==> src/upc_defs.vh <==
/*
 Constants for the USB PHY control register block: offsets, field positions,
 reset values, line states and interrupt status bits. Assumes inclusion by bare name.
*/
`ifndef UPC_DEFS_VH
`define UPC_DEFS_VH

// Register offsets (byte addresses)
`define UPC_OFF_PHY_CONTROL   8'h40
`define UPC_OFF_IRQ_STATUS    8'h44
`define UPC_OFF_IRQ_ENABLE    8'h48
`define UPC_OFF_IRQ_CLEAR     8'h4C
`define UPC_OFF_LINE_STATUS   8'h50

// Control field positions
`define UPC_BIT_PD_DISABLE    18
`define UPC_BIT_RESUME_SE0    13
`define UPC_BIT_RESUME_K      12
`define UPC_FILT_HI           11
`define UPC_FILT_LO           8
`define UPC_BIT_AUTO_RESUME   7
`define UPC_CONF_HI           6
`define UPC_CONF_LO           4

// Reset values
`define UPC_CTRL_RESET        32'h0000_0000

// Line states
`define UPC_LS_SE0            2'h0
`define UPC_LS_J              2'h1
`define UPC_LS_K              2'h2

// Interrupt status bits
`define UPC_IRQ_SE0           0
`define UPC_IRQ_K             1
`define UPC_IRQ_LS_CHANGE     2

`endif

==> src/upc_phy_control.v <==
/*
 USB PHY control register with line-state filter and suspend resume control.
 Assumes a simple register port with one-cycle strobes, read data one cycle
 later, and line state / suspend inputs arriving asynchronously from the PHY.
 Also holds the sticky resume causes and a small interrupt unit with status,
 enable and clear registers.
 Assumes software never strobes read and write in the same cycle.
*/
// Implementation choice: the plain strobed port.
//
// Contract
// Control bit 18 set disables pulldowns on the two USB-related ports.
// Auto-resume from SE0 reset sets bit 13 until software writes 0.
// Auto-resume from K resume sets bit 12 until software writes 0.
// Line-state changes propagate after two to the power bits 11:8 clocks.
// Bit 7 set: hardware resumes from suspend; else software polls filtered state.
// Bits 6:4 drive the three PHY configuration input pins directly.
// Filter restarts its count whenever the raw line state changes early.
`timescale 1ns/1ns
`include "upc_defs.vh"

module upc_phy_control (
	// Clock and reset
	input  wire        clk_sys,
	input  wire        rst,
	// Register port
	input  wire [7:0]  reg_addr,
	input  wire [31:0] reg_wdata,
	input  wire        reg_wr,
	input  wire        reg_rd,
	output reg  [31:0] reg_rdata,
	// PHY side
	input  wire [1:0]  line_state_raw,
	input  wire        suspended,
	output reg         pulldown_disable,
	output reg  [2:0]  phy_config_pins_field,
	output reg         resume_req,
	output reg  [1:0]  line_state_filt,
	// Interrupt
	output reg         irq
);

	// Synchroniser stages
	reg  [1:0]  ls_meta_q;
	reg  [1:0]  ls_sync_q;
	reg  [1:0]  susp_sync_q;
	// Line-state filter
	reg  [1:0]  ls_cand_q;
	reg  [15:0] filt_cnt_q;
	reg  [1:0]  prev_filt_q;
	// Control fields
	reg         pd_dis_q;
	reg         res_se0_q;
	reg         res_k_q;
	reg  [3:0]  filt_log_q;
	reg         auto_res_q;
	reg  [2:0]  conf_q;
	// Interrupt state
	reg  [2:0]  irq_stat_q;
	reg  [2:0]  irq_en_q;
	// Next values
	reg  [2:0]  clr_mask;
	reg         pd_dis_d;
	reg  [2:0]  conf_d;
	reg         res_se0_d;
	reg         res_k_d;
	reg         resume_d;
	reg  [2:0]  irq_en_d;
	reg  [2:0]  irq_stat_d;
	reg         irq_d;

	wire        ctrl_wr = reg_wr && (reg_addr == `UPC_OFF_PHY_CONTROL);
	wire        clr_wr  = reg_wr && (reg_addr == `UPC_OFF_IRQ_CLEAR);
	wire        en_wr   = reg_wr && (reg_addr == `UPC_OFF_IRQ_ENABLE);
	wire        susp    = susp_sync_q[1];

	// Filter terminal count: 2**n - 1 for a 2**n clock delay
	function [15:0] filt_limit;
		input [3:0] lg;
		begin
			filt_limit = (16'h0001 << lg) - 16'h0001;
		end
	endfunction

	wire [15:0] filt_lim = filt_limit(filt_log_q);

	// Auto-resume events: suspended, enabled, no request pending, filtered state is SE0 or K
	wire        se0_evt = susp && auto_res_q && !resume_req &&
	                      (line_state_filt == `UPC_LS_SE0);
	wire        k_evt   = susp && auto_res_q && !resume_req &&
	                      (line_state_filt == `UPC_LS_K);
	wire        ls_chg  = (prev_filt_q != line_state_filt);
	wire [2:0]  evts    = {ls_chg, k_evt, se0_evt};

	wire [31:0] ctrl_view = {13'h0000, pd_dis_q, 4'h0, res_se0_q, res_k_q,
	                         filt_log_q, auto_res_q, conf_q, 4'h0};

	// Next values of control fields, cause bits, resume request and interrupt
	always @* begin
		clr_mask   = clr_wr ? reg_wdata[2:0] : 3'h0;
		// Pulldown disable
		pd_dis_d   = ctrl_wr ? reg_wdata[`UPC_BIT_PD_DISABLE] : pd_dis_q;
		// Configuration pins
		conf_d     = ctrl_wr ? reg_wdata[`UPC_CONF_HI:`UPC_CONF_LO] : conf_q;
		// SE0 cause sticky, set wins over a clear
		res_se0_d  = res_se0_q;
		if (se0_evt)
			res_se0_d = 1'b1;
		else if (ctrl_wr && !reg_wdata[`UPC_BIT_RESUME_SE0])
			res_se0_d = 1'b0;
		// K cause sticky, set wins over a clear
		res_k_d    = res_k_q;
		if (k_evt)
			res_k_d = 1'b1;
		else if (ctrl_wr && !reg_wdata[`UPC_BIT_RESUME_K])
			res_k_d = 1'b0;
		// Hardware resume request held until suspend ends
		resume_d   = resume_req;
		if (se0_evt || k_evt)
			resume_d = 1'b1;
		else if (!susp)
			resume_d = 1'b0;
		// Status set wins over clear; irq follows next status and enable
		irq_en_d   = en_wr ? reg_wdata[2:0] : irq_en_q;
		irq_stat_d = (irq_stat_q & ~clr_mask) | evts;
		irq_d      = |(irq_stat_d & irq_en_d);
	end

	// Synchronisers for PHY inputs
	// Both inputs are asynchronous; only the second stage feeds logic
	always @(posedge clk_sys or posedge rst) begin
		if (rst) begin
			ls_meta_q   <= 2'h1;
			ls_sync_q   <= 2'h1;
			susp_sync_q <= 2'h0;
		end else begin
			ls_meta_q   <= line_state_raw;
			ls_sync_q   <= ls_meta_q;
			susp_sync_q <= {susp_sync_q[0], suspended};
		end
	end

	// Power-of-two delay
	always @(posedge clk_sys or posedge rst) begin
		if (rst) begin
			ls_cand_q       <= `UPC_LS_J;
			filt_cnt_q      <= 16'h0000;
			line_state_filt <= `UPC_LS_J;
			prev_filt_q     <= `UPC_LS_J;
		end else begin
			prev_filt_q <= line_state_filt;
			// Restart on change
			if (ls_sync_q != ls_cand_q) begin
				ls_cand_q  <= ls_sync_q;
				filt_cnt_q <= 16'h0000;
			end else if (ls_cand_q != line_state_filt) begin
				if (filt_cnt_q >= filt_lim) begin
					line_state_filt <= ls_cand_q;
					filt_cnt_q      <= 16'h0000;
				end else begin
					filt_cnt_q <= filt_cnt_q + 16'h0001;
				end
			end
		end
	end

	// Control register and outputs
	always @(posedge clk_sys or posedge rst) begin
		if (rst) begin
			pd_dis_q              <= 1'b0;
			res_se0_q             <= 1'b0;
			res_k_q               <= 1'b0;
			filt_log_q            <= 4'h0;
			auto_res_q            <= 1'b0;
			conf_q                <= 3'h0;
			pulldown_disable      <= 1'b0;
			phy_config_pins_field <= 3'h0;
			resume_req            <= 1'b0;
		end else begin
			if (ctrl_wr) begin
				filt_log_q <= reg_wdata[`UPC_FILT_HI:`UPC_FILT_LO];
				auto_res_q <= reg_wdata[`UPC_BIT_AUTO_RESUME];
			end
			pd_dis_q              <= pd_dis_d;
			conf_q                <= conf_d;
			res_se0_q             <= res_se0_d;
			res_k_q               <= res_k_d;
			resume_req            <= resume_d;
			pulldown_disable      <= pd_dis_d;
			phy_config_pins_field <= conf_d;
		end
	end

	// Interrupt status: set beats clear
	always @(posedge clk_sys or posedge rst) begin
		if (rst) begin
			irq_stat_q <= 3'h0;
			irq_en_q   <= 3'h0;
			irq        <= 1'b0;
		end else begin
			irq_en_q   <= irq_en_d;
			irq_stat_q <= irq_stat_d;
			irq        <= irq_d;
		end
	end

	// Read port
	// Read data stand for the one cycle after the strobe, zero otherwise
	always @(posedge clk_sys or posedge rst) begin
		if (rst) begin
			reg_rdata <= 32'h0000_0000;
		end else if (reg_rd) begin
			case (reg_addr)
				`UPC_OFF_PHY_CONTROL: reg_rdata <= ctrl_view;
				`UPC_OFF_IRQ_STATUS:  reg_rdata <= {29'h0000_0000, irq_stat_q};
				`UPC_OFF_IRQ_ENABLE:  reg_rdata <= {29'h0000_0000, irq_en_q};
				`UPC_OFF_LINE_STATUS: reg_rdata <= {29'h0000_0000, susp, line_state_filt};
				default:              reg_rdata <= 32'h0000_0000;
			endcase
		end else begin
			reg_rdata <= 32'h0000_0000;
		end
	end

endmodule

==> config.mk <==
export PLATFORM = sky130hd
export DESIGN_NAME = upc_phy_control
export DESIGN_NICKNAME = d
export VERILOG_FILES = /design/src/upc_phy_control.v
export VERILOG_INCLUDE_DIRS = /design/src /design/src/src
export SDC_FILE = /design/constraint.sdc
export NUM_CORES = 1
export LEC_CHECK = 0
export BUFFER_PORTS_ARGS = -buffer_cell sky130_fd_sc_hd__buf_2
export CORE_MARGIN = 10
export CORE_UTILIZATION = 50
export DETAILED_ROUTE_END_ITERATION = 7
export PLACE_DENSITY = 0.76
export SLEW_MARGIN = 20
export SYNTH_ARGS = -nofsm -noshare
export SYNTH_HDL_FRONTEND = slang
export SYNTH_SLANG_ARGS = --single-unit
==> constraint.sdc <==
create_clock -name clk_sys -period 8.4 [get_ports clk_sys]
set_clock_uncertainty 0.05 [all_clocks]
set_input_delay 0.42 -clock clk_sys [delete_from_list [all_inputs] [get_ports clk_sys]]
set_output_delay 0.42 -clock clk_sys [all_outputs]
set_load 0.02 [all_outputs]
Word level (Yosys, flattened, before mapping). Index checks and enable logic that the tools add are counted. W data, S select, Z words.

Register bits after elaboration: 79. Input port bits: 47. Output and inout bits: 40. Word-level logic and storage cells: 69.

Shift operators: 1. Magnitude comparators: 1. Bitwise gates (word level): 5. Eq/ne operators: 10. Multiplexer cells: 13. Reduce and logical (&&, ||, !) cells: 19. $add $sub $neg: 2.

Operator list (count): $pmux W19 S4 (1); $mux W16 (3); $eq A8 B7 Y1 const B (5); $mux W32 (1); $add A16 B1 Y16 const B (1); $ge A16 B16 Y1 (1); $shl A1 B4 Y16 const A (1); $sub A16 B1 Y16 const B (1); $logic_and A1 B1 Y1 (9); $and A3 B3 Y3 (2); $mux W1 (6); $mux W3 (2); $ne A2 B2 Y1 (3); $reduce_bool A2 Y1 (3); $logic_not A1 Y1 (3); $not A3 Y3 (1); $or A3 B3 Y3 (1); $reduce_and A3 Y1 (1); $reduce_or A3 Y1 (1); $eq A2 B2 Y1 const B (1); $logic_not A2 Y1 (1); $ne A2 B1 Y1 const B (1); $logic_or A1 B1 Y1 (1); $not A1 Y1 (1).

Longest topological paths before layout.
Depth after elaboration: 8. Gate-level depth with buffers: 15. Mapped depth without buffers: 12.

Least setup slack after synthesis. OpenSTA, ideal clock, no wires.

Path type: flip-flop to flip-flop. Start: reg filt_log_q[0]. End: reg line_state_filt[1]. Library setup time: 0.125 ns. Arrival time: 2.851 ns. Path buffers: 2. Clock period less this slack: 3.026 ns. Slack: 5.374 ns. Data required time: 8.225 ns. Cell stages (with the launch flop): 15. Cell sequence: dfrtp_1 -> clkbuf_1 -> nor2_1 -> nand2_1 -> ha_1 -> clkbuf_1 -> xor2_1 -> nor2_1 -> a31oi_1 -> ha_1 -> nand4_1 -> nor3_1 -> o2111ai_1 -> a31oi_1 -> mux2_2.

Word-level cells in the longest chain between the ends: 4.

Ends and longest elaborated chain: start: declaration (line upc_phy_control.v:55) `reg [3:0] filt_log_q;`; start signal: assignment (line upc_phy_control.v:181) `` filt_log_q <= reg_wdata[`UPC_FILT_HI:`UPC_FILT_LO]; ``; $shl A1 B4 Y16 (line upc_phy_control.v:81) `filt_limit = (16'h0001 << lg) - 16'h0001;`; $sub A16 B1 Y16 (line upc_phy_control.v:81); $ge A16 B16 Y1 (line upc_phy_control.v:157) `if (filt_cnt_q >= filt_lim) begin`; $reduce_and A3 Y1 (no line); end signal: assignment (line upc_phy_control.v:148) `` line_state_filt <= `UPC_LS_J; ``; end signal: assignment (line upc_phy_control.v:158) `line_state_filt <= ls_cand_q;`; end: declaration (line upc_phy_control.v:38) `output reg [1:0] line_state_filt,`.

Every way passes these cells. A chain may end at the register's enable or synchronous reset.

Final worst setup path.
Start: reg filt_log_q[2]. End: reg filt_cnt_q[10].

Word-level cells in the longest chain between the ends: 6.

Ends and longest elaborated chain: $shl A1 B4 Y16 (line upc_phy_control.v:81); $sub A16 B1 Y16 (line upc_phy_control.v:81); $ge A16 B16 Y1 (line upc_phy_control.v:157); $mux W16 (line upc_phy_control.v:157); $mux W16 (line upc_phy_control.v:156) `end else if (ls_cand_q != line_state_filt) begin`; $mux W16 (line upc_phy_control.v:153) `if (ls_sync_q != ls_cand_q) begin`; end signal: assignment (line upc_phy_control.v:161) `filt_cnt_q <= filt_cnt_q + 16'h0001;`; end: declaration (line upc_phy_control.v:49) `reg [15:0] filt_cnt_q;`.

Every way passes these cells. The select of a mux whose other input is x is not followed.

==> results.md <==
* Status: complete, no violations
* Drt pass-1 iters at 4
* Antenna cells at 0
* Crit end category: flop
* Detailed-route wire length at 6550 µm
* Startpoint Class: flop
* RSZ-0062 raised after global routing: false
* Switching share of power at 26.1%
* Grt total ovfl at 0
* Boundary Pins at 87
* Die area at 10300 µm²
* Vias per cell at 5.29
* Post-CTS setup buffer count at 0
* Root Buffer: clkbuf_8
* First-pass GRT wire length at 10500 µm
* Final Util at 59.4%
* Critical R2R Capture: filt_cnt_q[10]
* Clock power share at 41.5%
* Share of layout cells above drive strength 1 at 28.2%
* Initial Util at 52.0%
* Hold Fails Final Rpt at 0
* Fin crit period at 3550 ps
* Dpl hpwl at 4790 µm
* Post-DRT Antenna Nets at 0
* Total Routing Usage GR at 12.8%
* Critical Path RT at 8590 ps
* CP arrival at 3740 ps
* Min setup slack post-route at 4850 ps
* Number of CTS-inserted buffers at 9
* Commonest non-fill, non-tap cell in the layout: dfrtp_1
* Mapped Avg Cell Area at 10.5 µm²
* Clk_lat worst skew at 340 ps
* Register area share after synthesis at 45.9%
* P_int at 591 µW
* Netlist Area Pre-Place at 3340 µm²
* Final slew viol count at 0
* Ys Warns at 0
* Routability cong. at 0.825
* Worst Max-Slew Pin Slew at 742 ps
* Clock-pin slew of the registers on the worst-case setup and hold paths at 70 ps
* Worst r2r path cells at 12
* Via count at 2359
* Die Width at 102 µm
* EDFF count, synth at 0
* Sw power at 209 µW
* # hold bufs at CTS at 0
* Hold_sp: line_state_raw[0]
* Crit-path max FO at 16
* Count of cell types in the netlist at 48
* Fraction of registers with async set/reset at 100%
* CTS tree: done
* Max-cap violations at 0
* Clock sinks at 61
* Mapped Cells at 317
* Reg2reg start: filt_log_q[2]
* Final period util at 42.3%
* Worst-case clock buffer depth at 2
* Top FF cell, synth: dfrtp_1
* Setup_tns at 0 ps
* Initial antenna violation count at 0
* Rel. slew slack at 50.5%
* Worst vdd ir at 117 µV
* Row Count at 29
* Final Setup Violations at 0
* Seq pwr share at 43.6%
* Post-CTS sizing at 0
* Logic gate share of total power at 15.0%
* Largest net degree at the start of global routing at 62
* Most frequent cells in the layout: dfrtp_1, buf_2, nand2_1, conb_1
* Worst hold-check path type: input pin to flop
* Dpl cells at 430
* Nets@finish at 429
* Worst hold endpoint: ls_meta_q[0]
* CP Class: flop to flop
* Initial DRC count at 88
* Post-synthesis register bit count at 61
* Hold path cells at 1
* Post-DP Area at 3560 µm²
* Syn-to-layout area delta at 14.3%
* Leakage Power at 1.83 nW
* DR WL/cell at 14.7 µm
* Dpl ws at 4870 ps
* Vias in the first global route at 2248
* Core area at 6420 µm²
* Die Y at 102 µm
* Tot Pwr at 800 µW
* DR DRC count at 0
* H-tree levels at 3
* Layout Cells excl Fill at 446
* Final hold slack at 125 ps
* Power per Cell Area at 210 nW/µm²
* Buffers on Ports at 50
* Design area at 3810 µm²
* Max frequency at 281 MHz
* R2R Setup Slk at 4850 ps
## power by group through the flow
stage	combinational (mW)	sequential (mW)	clock, mW
6_report	0.120	0.348	0.332
5_1_grt	0.134	0.354	0.349
3_3_place_gp	0.117	0.353	0
4_1_cts	0.122	0.349	0.338
3_5_place_dp	0.121	0.355	0
2_1_floorplan	0.102	0.346	0
## layout make-up
type | count | area (µm²)
inverters | 5 | 18.8
clock buffers | 13 | 169
repair buffers | 51 | 258
flip-flops and latches | 61 | 1530
multi-input cells | 236 | 1650
fillers | 540 | 2610
clock inverters | 3 | 90.1
well taps | 77 | 96.3
## worst max path at each step
stage,cells after the start,end,start
floorplan,14,line_state_filt[1],filt_log_q[0]
global placement,12,filt_cnt_q[13],filt_log_q[2]
detailed placement,12,filt_cnt_q[13],filt_log_q[2]
CTS,12,filt_cnt_q[10],filt_log_q[2]
global route,12,filt_cnt_q[13],filt_log_q[2]
finish,12,filt_cnt_q[10],filt_log_q[2]
## registers in the layout, indices dropped and copies added, names as in the netlist
name and count:
res_k_q 1, resume_req 1, res_se0_q 1, irq 1, filt_log_q 4, ls_sync_q 2, susp_sync_q 2, pd_dis_q 1
irq_en_q 3, conf_q 3, irq_stat_q 3, reg_rdata 14, auto_res_q 1, filt_cnt_q 16, ls_meta_q 2, prev_filt_q 2
line_state_filt 2, ls_cand_q 2
## per-layer routing
layer	vias up	GRT usage (%)	routed length [µm]
li1	1169	-	-
met4	0	5.83	111
met5	-	0	0
met2	55	20.0	3080
met1	1124	15.6	2860
met3	11	4.36	498
## synthesized netlist by cell type, drive strengths merged (8+ instances only)
master  instances  share of area [%]
clkbuf         10                1.1
dfrtp          56                 42
a21oi           8                1.2
ha             18                6.7
buf            22                4.8
and2           12                2.2
mux2           14                4.7
nand3           8                1.2
nor2           18                2.0
nand2          34                3.8
xor2           12                3.1
o21ai          20                4.1
xnor2          10                2.6
## worst max-delay path, stage by stage (launching register included)
cell and delay, ps:
dfrtp_1 510, nor2_1 290, nand3_1 120, ha_1 330
nor3_1 170, a21oi_1 60, o21a_1 190, ha_1 280
a21o_1 180, a221o_1 340, nand2_1 120, nand4b_2 480
o21ai_0 340
## logic make-up after synthesis
group	synth area share, %
simple gates	17.7
mux	4.72
buf+inv	6.52
compound gates	12.4
fa+ha+maj	6.75
xor+xnor	5.77
other cells	0.225
flops	45.9
No activity file was read; power rests on OpenSTA's default activity.
